File: src/inc/ca_decode_pkg.sv
// Package with header layout, field positions and carrier types for the header decoder.
package ca_decode_pkg;

	// Header geometry.
	localparam int HDR_BYTES    = 6;
	localparam int HDR_BITS     = 48;
	localparam int BYTE_BITS    = 8;
	localparam int CNT_W        = 3;

	// Field positions inside the 48-bit header.
	localparam int POS_DIR      = 47;
	localparam int POS_SPACE    = 46;
	localparam int POS_BURST    = 45;
	localparam int POS_UPPER_HI = 44;
	localparam int POS_UPPER_LO = 16;
	localparam int POS_LOWER_HI = 2;
	localparam int POS_LOWER_LO = 0;

	// Word address layout.
	localparam int ADDR_W       = 32;
	localparam int UPPER_W      = 29;
	localparam int LOWER_W      = 3;

	// Edge index after which row and upper column are known (fourth edge, index 3).
	localparam logic [CNT_W-1:0] UPPER_DONE_IDX = 3'h3;
	localparam logic [CNT_W-1:0] LAST_IDX       = 3'h5;
	localparam logic [CNT_W-1:0] CNT_ZERO       = 3'h0;
	localparam logic [CNT_W-1:0] CNT_ONE        = 3'h1;
	localparam logic [HDR_BITS-1:0] HDR_ZERO    = 48'h0;
	localparam logic [LOWER_W-1:0] LOWER_ONE    = 3'h1;
	localparam logic [UPPER_W-1:0] UPPER_ONE    = 29'h1;

	// Decoded header carried to the user side.
	typedef struct packed {
		logic                is_read;
		logic                reg_space;
		logic                linear;
		logic [ADDR_W-1:0]   word_addr;
	} hdr_s;

	// Receive state machine.
	typedef enum logic [1:0] {
		ST_IDLE = 2'b00,
		ST_HDR  = 2'b01,
		ST_DATA = 2'b10,
		ST_DONE = 2'b11
	} rx_state_e;

endpackage

File: src/ca_decode.sv
// Header capture, decode and read-data placement for an octal DDR pseudo-static DRAM slave.
//
// Contract
// - Six header bytes arrive on the first six clock edges; all captured.
// - Bytes descend from bits 47..40 to 7..0, bit 7 on line 7.
// - Header bit 47 high means read, low means write.
// - Header bit 46 low selects memory, high selects register space.
// - Header bit 45 low selects wrapped burst, high selects linear.
// - Header bits 44..16 become word address bits 31..3.
// - Header bits 15..3 are reserved and ignored by the device.
// - Header bits 2..0 become word address bits 2..0.
// - Upper column picks an eight-word half-page; lower picks start word.
// - Read access timing starts once row and upper column are captured.
// - Linear reads interleave accesses to successive half-pages.
// - Memory-space bytes return in the order they were written.
// - Register-space words travel most significant byte first.
// - During reads the strobe is driven, data edge-aligned to it.
// - Data always moves in whole 16-bit words.
// - Word address advances per cycle; byte A high strobe, B low.
// - Each address selects one 16-bit word, up to 4G words.
// - Chip select rising ends the transaction; device abandons it.
// - During header the strobe signals extra latency high, none low.
`timescale 1ns/1ns
`default_nettype none

module ca_decode #(
	parameter int DATA_W = 8
) (
	// Core clock and synchronous reset.
	input  wire logic                                 core_clk,
	input  wire logic                                 sys_rst,
	// Bus pins from the host, asynchronous to core_clk.
	input  wire logic                                 cs_n_pin,
	input  wire logic                                 bus_clock,
	input  wire logic [DATA_W-1:0]                    dq_in,
	input  wire logic                                 rw_data_strobe_in,
	// Bus pins driven by the device; enables are low while driving.
	output logic      [DATA_W-1:0]                    dq_out,
	output logic                                      dq_oe_n,
	output logic                                      rw_data_strobe_out,
	output logic                                      rw_data_strobe_oe_n,
	// Latency request and read data from the core.
	input  wire logic                                 extra_latency,
	input  wire logic                                 rd_valid,
	input  wire logic [2*DATA_W-1:0]                  rd_word,
	// Decoded header and transaction status.
	output ca_decode_pkg::hdr_s                       hdr,
	output logic                                      hdr_valid,
	output logic                                      access_start,
	output logic      [ca_decode_pkg::UPPER_W-1:0]    access_page,
	output logic                                      next_page_req,
	output logic      [ca_decode_pkg::UPPER_W-1:0]    next_page,
	output logic                                      rd_taken,
	output logic      [ca_decode_pkg::ADDR_W-1:0]     cur_addr,
	output logic                                      wr_byte_valid,
	output logic      [DATA_W-1:0]                    wr_byte,
	output logic                                      wr_byte_mask,
	output logic                                      txn_abort
);

	// Two-stage synchronisers; first stages are read only by second stages.
	logic [DATA_W-1:0] dq_s1_ff, dq_s2_ff;
	logic              cs_s1_ff, cs_s2_ff, cs_s3_ff;
	logic              ck_s1_ff, ck_s2_ff, ck_s3_ff;
	logic              ds_s1_ff, ds_s2_ff;

	always_ff @(posedge core_clk) begin
		if (sys_rst) begin
			dq_s1_ff <= '0;
			dq_s2_ff <= '0;
			cs_s1_ff <= 1'b1;
			cs_s2_ff <= 1'b1;
			cs_s3_ff <= 1'b1;
			ck_s1_ff <= 1'b0;
			ck_s2_ff <= 1'b0;
			ck_s3_ff <= 1'b0;
			ds_s1_ff <= 1'b0;
			ds_s2_ff <= 1'b0;
		end else begin
			dq_s1_ff <= dq_in;
			dq_s2_ff <= dq_s1_ff;
			cs_s1_ff <= cs_n_pin;
			cs_s2_ff <= cs_s1_ff;
			cs_s3_ff <= cs_s2_ff;
			ck_s1_ff <= bus_clock;
			ck_s2_ff <= ck_s1_ff;
			ck_s3_ff <= ck_s2_ff;
			ds_s1_ff <= rw_data_strobe_in;
			ds_s2_ff <= ds_s1_ff;
		end
	end

	// Edge detection on the synchronised pins. Both clock edges carry data.
	// The bus clock complement is redundant for a sampled design and is not used.
	wire cs_fall  = cs_s3_ff & ~cs_s2_ff;
	wire cs_rise  = ~cs_s3_ff & cs_s2_ff;
	wire cs_low   = ~cs_s2_ff;
	wire ck_rise  = ~ck_s3_ff & ck_s2_ff;
	wire ck_fall  = ck_s3_ff & ~ck_s2_ff;
	wire ck_edge  = ck_rise | ck_fall;

	// State and header registers.
	ca_decode_pkg::rx_state_e state_ff, nxt_state;
	logic [ca_decode_pkg::CNT_W-1:0]    cnt_ff;
	logic [ca_decode_pkg::HDR_BITS-1:0] shift_ff;
	logic                               byte_b_ff;
	logic [ca_decode_pkg::UPPER_W-1:0]  page_ff;
	logic [ca_decode_pkg::LOWER_W-1:0]  word_ff;

	// Header assembled so far, newest byte in the low bits.
	wire [ca_decode_pkg::HDR_BITS-1:0] shift_next = {shift_ff[ca_decode_pkg::HDR_BITS-
		ca_decode_pkg::BYTE_BITS-1:0], dq_s2_ff};
	wire hdr_edge   = (state_ff == ca_decode_pkg::ST_HDR) && ck_edge && cs_low;
	wire hdr_last   = hdr_edge && (cnt_ff == ca_decode_pkg::LAST_IDX);
	wire upper_seen = hdr_edge && (cnt_ff == ca_decode_pkg::UPPER_DONE_IDX);
	wire in_data    = (state_ff == ca_decode_pkg::ST_DATA) && cs_low;
	wire data_edge  = in_data && ck_edge;

	// Field decode of the complete header; reserved bits 15..3 are dropped.
	wire                              dec_read   = shift_next[ca_decode_pkg::POS_DIR];
	wire                              dec_space  = shift_next[ca_decode_pkg::POS_SPACE];
	wire                              dec_linear = shift_next[ca_decode_pkg::POS_BURST];
	wire [ca_decode_pkg::UPPER_W-1:0] dec_upper  =
		shift_next[ca_decode_pkg::POS_UPPER_HI:ca_decode_pkg::POS_UPPER_LO];
	wire [ca_decode_pkg::LOWER_W-1:0] dec_lower  =
		shift_next[ca_decode_pkg::POS_LOWER_HI:ca_decode_pkg::POS_LOWER_LO];
	// Row and upper column known after the fourth edge: bits 44..16 sit at 28..0 then.
	wire [ca_decode_pkg::UPPER_W-1:0] early_upper =
		shift_next[ca_decode_pkg::POS_UPPER_HI-ca_decode_pkg::POS_UPPER_LO:0];

	// Word stepping; the half-page wraps in wrapped mode and rolls over in linear mode.
	wire                              word_wrap  = (word_ff == {ca_decode_pkg::LOWER_W{1'b1}});
	wire                              step_word  = data_edge && byte_b_ff;
	wire [ca_decode_pkg::LOWER_W-1:0] word_inc   = word_ff + ca_decode_pkg::LOWER_ONE;
	wire                              page_roll  = step_word && word_wrap && hdr.linear;
	wire [ca_decode_pkg::UPPER_W-1:0] page_inc   = page_ff + ca_decode_pkg::UPPER_ONE;

	// Read placement: byte A is the word's high byte, so register words go MSB first.
	// Memory words follow the same lane order in both directions, which keeps whatever
	// order the host wrote.
	wire [DATA_W-1:0] rd_byte = byte_b_ff ? rd_word[DATA_W-1:0]
		: rd_word[2*DATA_W-1:DATA_W];
	wire              rd_drive = in_data && hdr.is_read && rd_valid;

	// Next-state decode.
	always_comb begin
		nxt_state = state_ff;
		case (state_ff)
			ca_decode_pkg::ST_IDLE: begin
				if (cs_fall && !ck_s2_ff) begin
					nxt_state = ca_decode_pkg::ST_HDR;
				end
			end
			ca_decode_pkg::ST_HDR: begin
				if (hdr_last) begin
					nxt_state = ca_decode_pkg::ST_DATA;
				end
			end
			ca_decode_pkg::ST_DATA: nxt_state = ca_decode_pkg::ST_DATA;
			ca_decode_pkg::ST_DONE: nxt_state = ca_decode_pkg::ST_IDLE;
			default: nxt_state = ca_decode_pkg::ST_IDLE;
		endcase
		if (cs_rise) begin
			nxt_state = ca_decode_pkg::ST_DONE;
		end
	end

	// Sequencer, header shift register and burst address.
	always_ff @(posedge core_clk) begin
		if (sys_rst) begin
			state_ff  <= ca_decode_pkg::ST_IDLE;
			cnt_ff    <= ca_decode_pkg::CNT_ZERO;
			shift_ff  <= ca_decode_pkg::HDR_ZERO;
			byte_b_ff <= 1'b0;
			page_ff   <= '0;
			word_ff   <= '0;
		end else begin
			state_ff <= nxt_state;
			if (nxt_state == ca_decode_pkg::ST_HDR && state_ff == ca_decode_pkg::ST_IDLE) begin
				cnt_ff    <= ca_decode_pkg::CNT_ZERO;
				byte_b_ff <= 1'b0;
			end else if (hdr_edge) begin
				cnt_ff   <= cnt_ff + ca_decode_pkg::CNT_ONE;
				shift_ff <= shift_next;
			end
			if (hdr_last) begin
				page_ff <= dec_upper;
				word_ff <= dec_lower;
			end else if (step_word) begin
				word_ff <= word_inc;
				if (page_roll) begin
					page_ff <= page_inc;
				end
			end
			if (data_edge) begin
				byte_b_ff <= ~byte_b_ff;
			end
		end
	end

	// Decoded header, status pulses and write capture toward the core.
	always_ff @(posedge core_clk) begin
		if (sys_rst) begin
			hdr           <= '0;
			hdr_valid     <= 1'b0;
			access_start  <= 1'b0;
			access_page   <= '0;
			next_page_req <= 1'b0;
			next_page     <= '0;
			rd_taken      <= 1'b0;
			cur_addr      <= '0;
			wr_byte_valid <= 1'b0;
			wr_byte       <= '0;
			wr_byte_mask  <= 1'b0;
			txn_abort     <= 1'b0;
		end else begin
			if (hdr_last) begin
				hdr <= {dec_read, dec_space, dec_linear, dec_upper, dec_lower};
			end
			hdr_valid     <= (hdr_valid | hdr_last) & ~cs_rise;
			access_start  <= upper_seen;
			if (upper_seen) begin
				access_page <= early_upper;
			end
			next_page_req <= (hdr_last && dec_linear) || page_roll;
			next_page     <= hdr_last ? dec_upper + ca_decode_pkg::UPPER_ONE
				: page_inc + ca_decode_pkg::UPPER_ONE;
			rd_taken      <= rd_drive && step_word;
			cur_addr      <= {page_ff, word_ff};
			wr_byte_valid <= data_edge && !hdr.is_read;
			wr_byte       <= dq_s2_ff;
			wr_byte_mask  <= ds_s2_ff;
			txn_abort     <= cs_rise && (state_ff != ca_decode_pkg::ST_IDLE);
		end
	end

	// Pin drivers; the strobe follows the bus clock during reads so data is edge-aligned.
	always_ff @(posedge core_clk) begin
		if (sys_rst) begin
			dq_out              <= '0;
			dq_oe_n             <= 1'b1;
			rw_data_strobe_out  <= 1'b0;
			rw_data_strobe_oe_n <= 1'b1;
		end else begin
			dq_out  <= rd_byte;
			dq_oe_n <= ~rd_drive;
			if (cs_s2_ff) begin
				rw_data_strobe_out  <= 1'b0;
				rw_data_strobe_oe_n <= 1'b1;
			end else if (state_ff == ca_decode_pkg::ST_HDR && !hdr_last) begin
				// Let go on the last header edge, so a write never meets the host's mask.
				rw_data_strobe_out  <= extra_latency;
				rw_data_strobe_oe_n <= 1'b0;
			end else if (rd_drive) begin
				rw_data_strobe_out  <= ~byte_b_ff;
				rw_data_strobe_oe_n <= 1'b0;
			end else begin
				rw_data_strobe_out  <= 1'b0;
				rw_data_strobe_oe_n <= ~(in_data && hdr.is_read);
			end
		end
	end

endmodule

`default_nettype wire

File: config.mk
export PLATFORM = sky130hd
export DESIGN_NAME = ca_decode
export DESIGN_NICKNAME = d
export VERILOG_FILES = /design/src/inc/ca_decode_pkg.sv /design/src/ca_decode.sv
export SDC_FILE = /design/constraint.sdc
export NUM_CORES = 1
export LEC_CHECK = 0
export BUFFER_PORTS_ARGS = -buffer_cell sky130_fd_sc_hd__buf_2
export CAP_MARGIN = 0
export CORE_MARGIN = 2
export CORE_UTILIZATION = 50
export DETAILED_ROUTE_END_ITERATION = 16
export GPL_TIMING_DRIVEN = 0
export PLACE_DENSITY = 0.73
export SLEW_MARGIN = 20
export SYNTH_ARGS = -nofsm -noshare
export SYNTH_HDL_FRONTEND = slang
export SYNTH_SLANG_ARGS = --single-unit
File: constraint.sdc
create_clock -name core_clk -period 6.2 [get_ports core_clk]
set_clock_uncertainty 0.05 [all_clocks]
set_input_delay 0.62 -clock core_clk [delete_from_list [all_inputs] [get_ports core_clk]]
set_output_delay 0.62 -clock core_clk [all_outputs]
set_load 0.05 [all_outputs]
# Yosys cells after proc, flatten, opt, wreduce, memory -nomap -nowiden
# Cells that the tools add are included.
classes:
  mux: 17
  n_reduce_logical: 31
  bitwise_logic: 16
  n_eq_ne: 7
  add_sub_neg: 5
op_table:
  columns: ["op", "count"]
  rows:
  - ["29-bit two-way mux", 4]
  - ["29-bit by 1-bit adder with 29-bit output, second input constant", 3]
  - ["1-bit logical AND", 18]
  - ["1-bit NOT", 9]
  - ["8-bit two-way mux", 1]
  - ["2-bit case mux with 4 select lines", 1]
  - ["2-bit nonzero test", 4]
  - ["3-bit by 1-bit adder with 3-bit output, second input constant", 2]
  - ["3-bit == test, second input constant", 2]
  - ["1-bit two-way mux", 6]
  - ["2-bit two-way mux", 3]
  - ["3-bit two-way mux", 2]
  - ["1-bit bitwise AND", 5]
  - ["2-bit by 1-bit == test with 1-bit output, second input constant", 2]
  - ["2-bit == test, second input constant", 2]
  - ["2-bit AND reduction", 2]
  - ["2-bit OR reduction", 2]
  - ["3-bit by 2-bit == test with 1-bit output, second input constant", 1]
  - ["1-bit logical NOT", 3]
  - ["2-bit logical NOT", 1]
  - ["1-bit bitwise OR", 2]
  - ["1-bit logical OR", 1]
totals:
  elab_cells: 111
  out_inout_bits: 151
  regBits: 253
  inputBits: 31

# Depth between registers and ports, before layout
# Gate-level depths: netlist of run 1.
depth:
  word_depth: 13
  mapped_depth: 20
  depth_no_buf: 14

# Worst setup path before layout of run 1
# Ideal clock, no wire load.
synth_timing:
  path_type: "reg2reg"
  start: "reg cnt_ff[1] (netlist bit)"
  end: "reg next_page[26] (netlist bit)"
  required_ns: 6.080
  period_less_slack_ns: 4.139
  path_buffers: 6
  setup_slack_ns: 2.061
  setup_ns: 0.070
  path_stages_with_launch: 21
  t_arrival_ns: 4.018
  path_cell_list: "dfxtp_1 > inv_1 > ha_1 > nand2b_1 > or3_1 > buf_2 > buf_4 > buf_2 > buf_1 > buf_1 > clkbuf_1 > nand2_1 > nand2_1 > ha_1 > o41ai_1 > a31oi_1 > o211ai_1 > nor4_4 > nand2_2 > or4b_1 > a21oi_1"
synth_between:
  elab_chain_len: 3
synth_lines:
  columns: ["item", "line_no", "rtl"]
  rows:
  - ["start, declared", "ca_decode.sv:104", "logic [ca_decode_pkg::CNT_W-1:0] cnt_ff;"]
  - ["start signal, assigned", "ca_decode.sv:172", "cnt_ff <= ca_decode_pkg::CNT_ZERO;"]
  - ["start signal, assigned", "ca_decode.sv:180", "cnt_ff <= ca_decode_pkg::CNT_ZERO;"]
  - ["start signal, assigned", "ca_decode.sv:183", "cnt_ff <= cnt_ff + ca_decode_pkg::CNT_ONE;"]
  - ["3-bit == test", "ca_decode.sv:114", "wire hdr_last = hdr_edge && (cnt_ff == ca_decode_pkg::LAST_IDX);"]
  - ["1-bit logical AND", "ca_decode.sv:114", null]
  - ["29-bit two-way mux", "ca_decode.sv:226", "next_page <= hdr_last ? dec_upper + ca_decode_pkg::UPPER_ONE"]
  - ["end signal, assigned", "ca_decode.sv:226", null]
  - ["end, declared", "ca_decode.sv:52", "output logic [ca_decode_pkg::UPPER_W-1:0] next_page,"]
# No other way between the ends.
# A chain may end at the register's enable or synchronous reset.

# Worst setup path after layout of run 1
layout_timing:
  start: "reg ck_s2_ff"
  end: "reg next_page[26] (netlist bit)"
layout_between:
  elab_chain_len: 7
  elab_cells_between_ends: 8
  classes_between: "mux (1); bitwise (4); reduce/logical (3)"
layout_lines:
  columns: ["item", "line_no", "rtl"]
  rows:
  - ["start, declared", "ca_decode.sv:64", "logic ck_s1_ff, ck_s2_ff, ck_s3_ff;"]
  - ["start signal, assigned", "ca_decode.sv:86", "ck_s2_ff <= ck_s1_ff;"]
  - ["1-bit NOT", "ca_decode.sv:99", "wire ck_fall = ck_s3_ff & ~ck_s2_ff;"]
  - ["1-bit bitwise AND", "ca_decode.sv:99", null]
  - ["1-bit bitwise OR (*)", "ca_decode.sv:100", "wire ck_edge = ck_rise | ck_fall;"]
  - ["1-bit logical AND (*) (2 in series)", "ca_decode.sv:113", "wire hdr_edge = (state_ff == ca_decode_pkg::ST_HDR) && ck_edge && cs_low;"]
  - ["1-bit logical AND (*)", "ca_decode.sv:114", null]
  - ["29-bit two-way mux (*)", "ca_decode.sv:226", null]
# Mark *: on every way between the ends. The rest lies on a longest branch, timed or not.

==> results of run 1 <==
[cell families (layout without fill, tap and decap cells)]
logic type	Yosys count	count (layout)	share of synthesized area, %
AOI/OAI and AO/OA	224	224	13.3
xor gates and xnor gates	31	31	2.78
adders and majority gates	7	7	0.895
buffers and inverters	86	305	3.61
DFF	253	253	51.8
muxes	12	12	1.25
and+or+nand+nor	539	539	26.4
[path summary, 6_finish.rpt]
path | cells after the start | start | slack (ns) | to
worst max register to register | 18 | ck_s2_ff$_SDFF_PP0_ | 0.35 | next_page[26]$_SDFF_PP0_
worst min-delay path | 2 | cs_n_pin | 0.25 | cs_s1_ff$_SDFF_PP1_
worst min register to register | 1 | cs_s1_ff$_SDFF_PP1_ | 0.37 | cs_s2_ff$_SDFF_PP1_
worst max-delay path | 18 | ck_s2_ff$_SDFF_PP0_ | 0.35 | next_page[26]$_SDFF_PP0_
[per-layer routing]
metal  wire length (µm)  track usage, %  vias up
met5                  0               0        -
met4                861            9.75        0
met3               2320            5.06       66
met2              12900            43.0      387
met1              12000            36.0     4104
li1                   -               -     4303
[cells in the mapped netlist, types with 7 or more instances]
library cell,n,share of area [%]
nand2_1,273,10
dfxtp_1,253,52
a21oi_1,144,7.4
nor2_1,78,3.0
nor2b_1,64,4.1
clkbuf_1,60,2.3
o21ai_0,20,1.0
nand3_1,19,0.97
xnor2_1,18,1.6
or3_1,14,0.90
a31oi_1,13,0.83
nand4_1,13,0.83
or4_1,13,1.0
xor2_1,13,1.2
mux2i_1,10,1.0
nor4_1,10,0.64
buf_2,9,0.46
nor3_1,9,0.46
o31ai_1,9,0.69
buf_1,8,0.31
ha_1,7,0.90
or2_2,7,0.45
[sequential cells by signal (all words and copies together) (netlist names), 8 cells and up]
name	count
cur_addr	32
access_page	29
dq_s2_ff	8
dq_out	8
dq_s1_ff	8
wr_byte	8
page_ff	29
shift_ff	40
hdr	35
next_page	29
[report_power, final]
group / internal (W) / switching (W) / total (W)
clock: 0.000871 / 0.000598 / 0.00147
sequential: 0.00164 / 0.00000580 / 0.00164
combinational: 0.0000231 / 0.0000645 / 0.0000876
[critical path, stage by stage, from the launching register on]
cell      delay, ns
dfxtp_1        0.32
xnor2_1        0.51
or3_1          0.20
buf_2          0.25
buf_4          0.25
buf_2          0.28
buf_1          0.45
clkbuf_2       0.41
clkbuf_1       0.47
nand2_1        0.16
nand2_1        0.10
ha_1           0.19
o41ai_1        0.14
a31oi_1        0.26
o211ai_1       0.25
nor4_4         0.48
nand2_2        0.18
or4b_1         0.54
a21oi_1        0.23
[metrics by stage]
stage          cell area [µm²]  utilization [%]
2_1_floorplan             9780                -
3_3_place_gp             11000             57.0
4_1_cts                  11800             61.1
5_1_grt                  11800             61.1
3_5_place_dp             11000             57.0
6_report                 11800             61.1
[cell type report]
class	instances	share of cell area, %
flip-flops and latches	253	42.9
multi-input cells	813	37.0
repair buffers	180	7.63
clock buffers	33	5.98
plain buffers	80	2.81
well taps	265	2.81
clock inverters	6	0.678
inverters	6	0.191
[what timing repair did]
| item | CTS | global route |
|---|---|---|
| hold endpoints to repair | 0 | 0 |
| resized for setup | 0 | 1 |
| endpoints found under the setup margin | 0 | 2 |
| setup buffers | 0 | 0 |
==> metrics, run 1 <==
status=finished clean; num rows=51; vias in the first global route=7970; initial core utilization=50.6%; CP Capture Type=flip-flop; Synth warnings=0; Routability Congestion=0.938; layout cells sized above 1=18.7%; Hold-fix buffers, CTS=0; pre-CTS WS=0.397 ns; post-synth cell types=60; Horiz. Die Dim=144 µm; Netlist Area Pre-Place=9780 µm²; worst vdd ir=0.210 mV; Tot Pwr=0.00320 W; pin count of the biggest net entering global routing=15; DR WL/cell=17.1 µm; first-pass GRT wire length=43200 µm; die area=20700 µm²; TritonCTS clock tree=done; startpoint types=flip-flop; max-slew violations=0; Slew HR=35.4%; I/O pin total=182; CP required=6.57 ns; core area=19300 µm²; Synth Flop Type=dfxtp_1; final wirelength=28000 µm; most frequent cells in the layout=nand2_1, dfxtp_1, buf_2; n_diodes=0; Post-synth EDFFs=0; Slew @ Worst Pin=0.969 ns; buffers from clock root to sink, at most=3; most common cell after layout, fill and taps aside=nand2_1; Syn Area/Cell=8.49 µm²; worst skew pair latency=0.52 ns; Multi-input gate area=4370 µm²; Pwr Density=271 nW/µm²; TNS Setup=0 ns; #FFs+latches synth=253; DRC=0; Clock transition at path regs=0.06 ns; gr ovfl total=0; I/O Buffers=180; overall routing resource usage=26.8%; CP arrival=6.22 ns; routed vias=8860; RSZ-0062 raised after global routing=false; sequential fraction of the synthesis area=51.8%; hold slack=0.246 ns; Tcrit/Tclk final=94.4%; antenna viol nets, final=0; Final WS setup=0.350 ns; Worst Hold Class=in2reg; # setup viols final=0; cell count after placement=1597; DP HPWL=20400 µm; Vias/cell=5.42; max-cap violation count=0; Leakage=4.60 nW; ys async rst share=0%; filler cell count in the final layout=1756; Mapped Nets=1190; drt initial violations=814; Die Ht=144 µm; initial antenna violation count=0; Nets=1397; register area=5060 µm²; P&R area growth vs syn=20.7%; crit-path max FO=10; drt pass-1 iters=6; final hold viol count=0; kind of critical path=reg2reg; CTS Sinks=253; fmax=0.171 GHz; Final min period=5.85 ns; Post-Layout Cell Count=1636; Root Buffer=clkbuf_16; CTS buffer count=25; H-tree levels=1; Post-Synthesis Cells=1152
Power figures use the tool's default switching activity.
==> run 2: changes to the inputs <==
clock period = 7.3 ns   (was 6.2 ns; I/O delays follow)
==> metrics, run 2 (synthesized netlist as in run 1, its figures left out) <==
status=finished clean; Nets=1397 (unchanged); first-pass GRT wire length=43200 µm (unchanged); Final min period=6.06 ns (+0.211 ns); Hold Crit Endpoint=cs_s1_ff$_SDFF_PP1_; Vias/cell=5.42 (+0.17%); drt initial violations=799 (-1.8%); Clock transition at path regs=0.06 ns (about the same); crit-path max FO=10 (unchanged); switching share of power=20.8% (-0.055 points); DRC=0 (unchanged); vias in the first global route=7970 (unchanged); Largest regs=shift_ff x40, hdr x35, cur_addr x32; CTS Sinks=253 (unchanged); fmax=0.165 GHz (-3.5%); initial core utilization=50.6% (unchanged); hold slack=0.357 ns (+0.111 ns); combinational share of power=2.7% (about the same); n_diodes=0 (unchanged); filler cell count in the final layout=1757 (+0.057%); Leakage=4.59 nW (about the same); reg2reg start=ck_s2_ff$_SDFF_PP0_; Slew @ Worst Pin=0.954 ns (-0.0145 ns); H-tree levels=1 (unchanged); Sw Pwr=0.000566 W (-15%); P&R area growth vs syn=20.7% (about the same); gr ovfl total=0 (unchanged); worst skew pair latency=0.52 ns (about the same); P_int=0.00215 W (-15%); slowest stage delay, CP=0.61 ns (+0.07 ns); routed vias=8875 (+0.17%); most common cell after layout, fill and taps aside=nand2_1; I/O Buffers=180 (unchanged); worst hold path depth=2 (unchanged); num rows=51 (unchanged); postcts setup bufs=0 (unchanged); max-cap violation count=0 (unchanged); beginning of the worst hold path=cs_n_pin; max-slew violations=0 (unchanged); I/O pin total=182 (unchanged); CP required=7.67 ns (+1.10 ns); startpoint types=flip-flop; DP HPWL=20400 µm (unchanged); core area=19300 µm² (unchanged); CP Capture Type=flip-flop; pin count of the biggest net entering global routing=15 (unchanged); Horiz. Die Dim=144 µm (unchanged); r2r endpoint=next_page[26]$_SDFF_PP0_; buffers from clock root to sink, at most=3 (unchanged); Post-CTS Resized=0 (unchanged); layout cells sized above 1=18.7% (-0.073 points); DR WL/cell=17.1 µm (about the same); Routability Congestion=0.938 (unchanged); antenna viol nets, final=0 (unchanged); Crit-path slowest cell=buf_1; max FFs per register=40 (unchanged); CP cell instances=xnor2_1 -> or3_1 -> buf_2 -> buf_4 -> buf_2 -> buf_1 -> buf_1 -> clkbuf_1 -> nand2_1 -> nand2_1 -> ha_1 -> o41ai_1 -> a31oi_1 -> o211ai_1 -> nor4_4 -> nand2_2 -> or4b_1 -> a21oi_1; register area=5060 µm² (unchanged); Root Buffer=clkbuf_16; CTS buffer count=25 (unchanged); Sequential Power Share=51.4% (about the same); TritonCTS clock tree=done; kind of critical path=reg2reg; Final WS setup=1.24 ns (+0.889 ns); overall routing resource usage=26.8% (unchanged); initial antenna violation count=0 (unchanged); drt pass-1 iters=5 (-1); CP arrival=6.43 ns (+0.21 ns); most frequent cells in the layout=nand2_1, dfxtp_1, buf_2; Multi-input gate area=4370 µm² (unchanged); Pwr Density=230 nW/µm² (-15%); Clock power frac=45.9% (about the same); reg2reg path depth=18 (unchanged); Die Ht=144 µm (unchanged); die area=20700 µm² (unchanged); Slew HR=36.4% (+0.97 points); final wirelength=28000 µm (about the same); r2r setup slk=1.24 ns (+0.89 ns); TNS Setup=0 ns (unchanged); pre-CTS WS=1.50 ns (+1.10 ns); RSZ-0062 raised after global routing=false; final hold viol count=0 (unchanged); Worst Hold Class=in2reg; worst vdd ir=0.178 mV (-15%); Tcrit/Tclk final=83.0% (-11 points); Hold-fix buffers, CTS=0 (unchanged); register with the most flip-flops=shift_ff; # setup viols final=0 (unchanged)
==> run 2: worst max-delay path by stage <==
stage	to	slack (ns)	from
floorplan	next_page[26]$_SDFF_PP0_	3.16	cnt_ff[1]$_SDFFE_PP0P_
global placement	next_page[26]$_SDFF_PP0_	1.51	ck_s2_ff$_SDFF_PP0_
detailed placement	next_page[26]$_SDFF_PP0_	1.50	ck_s2_ff$_SDFF_PP0_
CTS	next_page[26]$_SDFF_PP0_	1.43	ck_s2_ff$_SDFF_PP0_
global route	next_page[26]$_SDFF_PP0_	0.91	ck_s2_ff$_SDFF_PP0_
finish	next_page[26]$_SDFF_PP0_	1.24	ck_s2_ff$_SDFF_PP0_
==> run 2: layout make-up <==
type / count / share of cell area, %
buffer: 80 / 2.80
clock buffer: 33 / 5.98
clock inverter: 6 / 0.678
inverter: 6 / 0.191
multi-input combinational: 813 / 37.0
sequential: 253 / 42.9
tap: 265 / 2.81
timing repair buffer: 180 / 7.63
==> run 2: power by group through the flow <==
stage                     logic [W]  registers, W  clock network [W]
after detailed placement  0.0000739       0.00143                  0
final                     0.0000746       0.00140            0.00125
after global placement    0.0000733       0.00143                  0
after CTS                 0.0000741       0.00140            0.00126
after floorplan           0.0000316       0.00144                  0
after global routing      0.0000803       0.00140            0.00132
==> run 2: metrics by stage <==
step	util (%)	total power, W	cell area [µm²]	std cells
2_1_floorplan	-	0.00147	9780	1152
3_3_place_gp	57.0	0.00150	11000	1597
3_5_place_dp	57.0	0.00150	11000	1597
4_1_cts	61.1	0.00274	11800	1636
5_1_grt	61.1	0.00280	11800	1636
6_report	61.1	0.00272	11800	1636
==> run 2: routing by layer <==
layer	share of wire [%]	GRT usage [%]
met5	0	0
met4	3.2	9.75
met3	9.1	5.06
met2	46	43.0
met1	42	36.0
==> run 2: worst max-delay path, delay by kind of cell, from the launching register on <==
kind,cells,cell delay [ns]
and+or+nand+nor,6,1.63
adders and majority gates,1,0.19
DFF,1,0.32
AOI/OAI and AO/OA,4,0.88
buffers and inverters,6,2.35
xor gates and xnor gates,1,0.51
==> run 3: changes to the inputs <==
clock period = 6.1 ns   (was 7.3 ns; I/O delays follow)
==> metrics, run 3 (synthesized netlist as in run 1, its figures left out) <==
final wirelength=28000 µm (about the same); drt initial violations=816 (+2.1%); Vias/cell=5.40 (-0.41%); CTS Sinks=253 (unchanged); Final WS setup=0.448 ns (-0.790 ns); die area=20700 µm² (unchanged); Pwr Density=275 nW/µm² (+20%); postcts setup bufs=0 (unchanged); n_diodes=0 (unchanged); Hold-fix buffers, CTS=0 (unchanged); Routability Congestion=0.938 (unchanged); routed vias=8839 (-0.41%); initial antenna violation count=0 (unchanged); kind of critical path=reg2reg; Tcrit/Tclk final=92.7% (+9.6 points); most common cell after layout, fill and taps aside=nand2_1; Final min period=5.65 ns (-0.410 ns); status=finished clean; worst skew pair latency=0.52 ns (about the same); Root Buffer=clkbuf_16; antenna viol nets, final=0 (unchanged); TritonCTS clock tree=done; DP HPWL=20400 µm (unchanged); # setup viols final=0 (unchanged); Slew @ Worst Pin=0.958 ns (+0.00349 ns); filler cell count in the final layout=1755 (-0.11%); DRC=0 (unchanged); H-tree levels=1 (unchanged); CP required=6.47 ns (-1.20 ns); Nets=1397 (unchanged); Largest regs=shift_ff x40, hdr x35, cur_addr x32; pre-CTS WS=0.297 ns (-1.20 ns); Worst Hold Class=in2reg; Multi-input gate area=4370 µm² (unchanged); crit-path max FO=10 (unchanged); CP arrival=6.02 ns (-0.41 ns); register with the most flip-flops=shift_ff; register area=5060 µm² (unchanged); TNS Setup=0 ns (unchanged); Leakage=4.60 nW (+0.11%); drt pass-1 iters=5 (unchanged); Clock transition at path regs=0.06 ns (about the same); pin count of the biggest net entering global routing=15 (unchanged); Post-CTS Resized=0 (unchanged); startpoint types=flip-flop; CP Capture Type=flip-flop; Die Ht=144 µm (unchanged); max-slew violations=0 (unchanged); buffers from clock root to sink, at most=3 (unchanged); DR WL/cell=17.1 µm (about the same); layout cells sized above 1=18.8% (+0.15 points); num rows=51 (unchanged); CTS buffer count=25 (unchanged); initial core utilization=50.6% (unchanged); Horiz. Die Dim=144 µm (unchanged); core area=19300 µm² (unchanged); I/O Buffers=180 (unchanged); max-cap violation count=0 (unchanged); Non-Filler Cell Area, Final=11800 µm² (about the same); final design utilization=61.1% (about the same); I/O pin total=182 (unchanged); max FFs per register=40 (unchanged); Slew HR=36.2% (-0.23 points); RSZ-0062 raised after global routing=false; final hold viol count=0 (unchanged); P&R area growth vs syn=20.7% (about the same); vias in the first global route=7970 (unchanged); Placed Area=11000 µm² (unchanged); first-pass GRT wire length=43200 µm (unchanged); gr ovfl total=0 (unchanged); Tot Pwr=0.00325 W (+20%); worst vdd ir=0.213 mV (+20%); overall routing resource usage=26.8% (unchanged); most frequent cells in the layout=nand2_1, dfxtp_1, buf_2; fmax=0.177 GHz (+7.2%)
[run 3: metal layers]
metal | vias to the layer above | global-route usage [%] | wire length [µm]
met5 | - | 0 | 0
met4 | 0 | 9.75 | 835
met3 | 54 | 5.06 | 2380
met2 | 378 | 43.0 | 12900
met1 | 4100 | 36.0 | 11800
li1 | 4307 | - | -
[run 3: power breakdown]
group	internal (W)	switching, W
clock	0.000885	0.000606
sequential	0.00166	0.00000597
combinational	0.0000235	0.0000655
total	0.00257	0.000678
[run 3: per-stage QoR]
stage	hold WS, ns	instances
final	0.237	1636
after global routing	0.237	1636
after CTS	0.229	1636
after detailed placement	0.355	1597
after global placement	0.345	1597
after floorplan	0.339	1152
[run 3: path summary, 6_finish.rpt]
check	startpoint	end	slack (ns)	cells past startpoint
hold reg to reg	cs_s1_ff$_SDFF_PP1_	cs_s2_ff$_SDFF_PP1_	0.37	1
setup reg to reg	ck_s2_ff$_SDFF_PP0_	next_page[26]$_SDFF_PP0_	0.45	18
setup / recovery	ck_s2_ff$_SDFF_PP0_	next_page[26]$_SDFF_PP0_	0.45	18
hold / removal	cs_n_pin	cs_s1_ff$_SDFF_PP1_	0.24	2
[run 3: layout make-up]
cell class / instances / share of cell area (%)
inverter: 6 / 0.191
clock inverter: 6 / 0.678
sequential: 253 / 42.9
buffer: 80 / 2.82
multi-input combinational: 813 / 37.0
clock buffer: 33 / 5.98
timing repair buffer: 180 / 7.63
tap: 265 / 2.81
[run 3: worst max-delay path: stages (launching register included)]
cell	delay, ns
dfxtp_1	0.32
xnor2_1	0.51
or3_1	0.20
buf_2	0.25
buf_4	0.25
buf_2	0.28
buf_1	0.45
clkbuf_2	0.41
clkbuf_2	0.33
nand2_1	0.12
nand2_1	0.09
ha_1	0.19
o41ai_1	0.14
a31oi_1	0.26
o211ai_1	0.25
nor4_4	0.47
nand2_2	0.18
or4b_1	0.54
a21oi_1	0.24
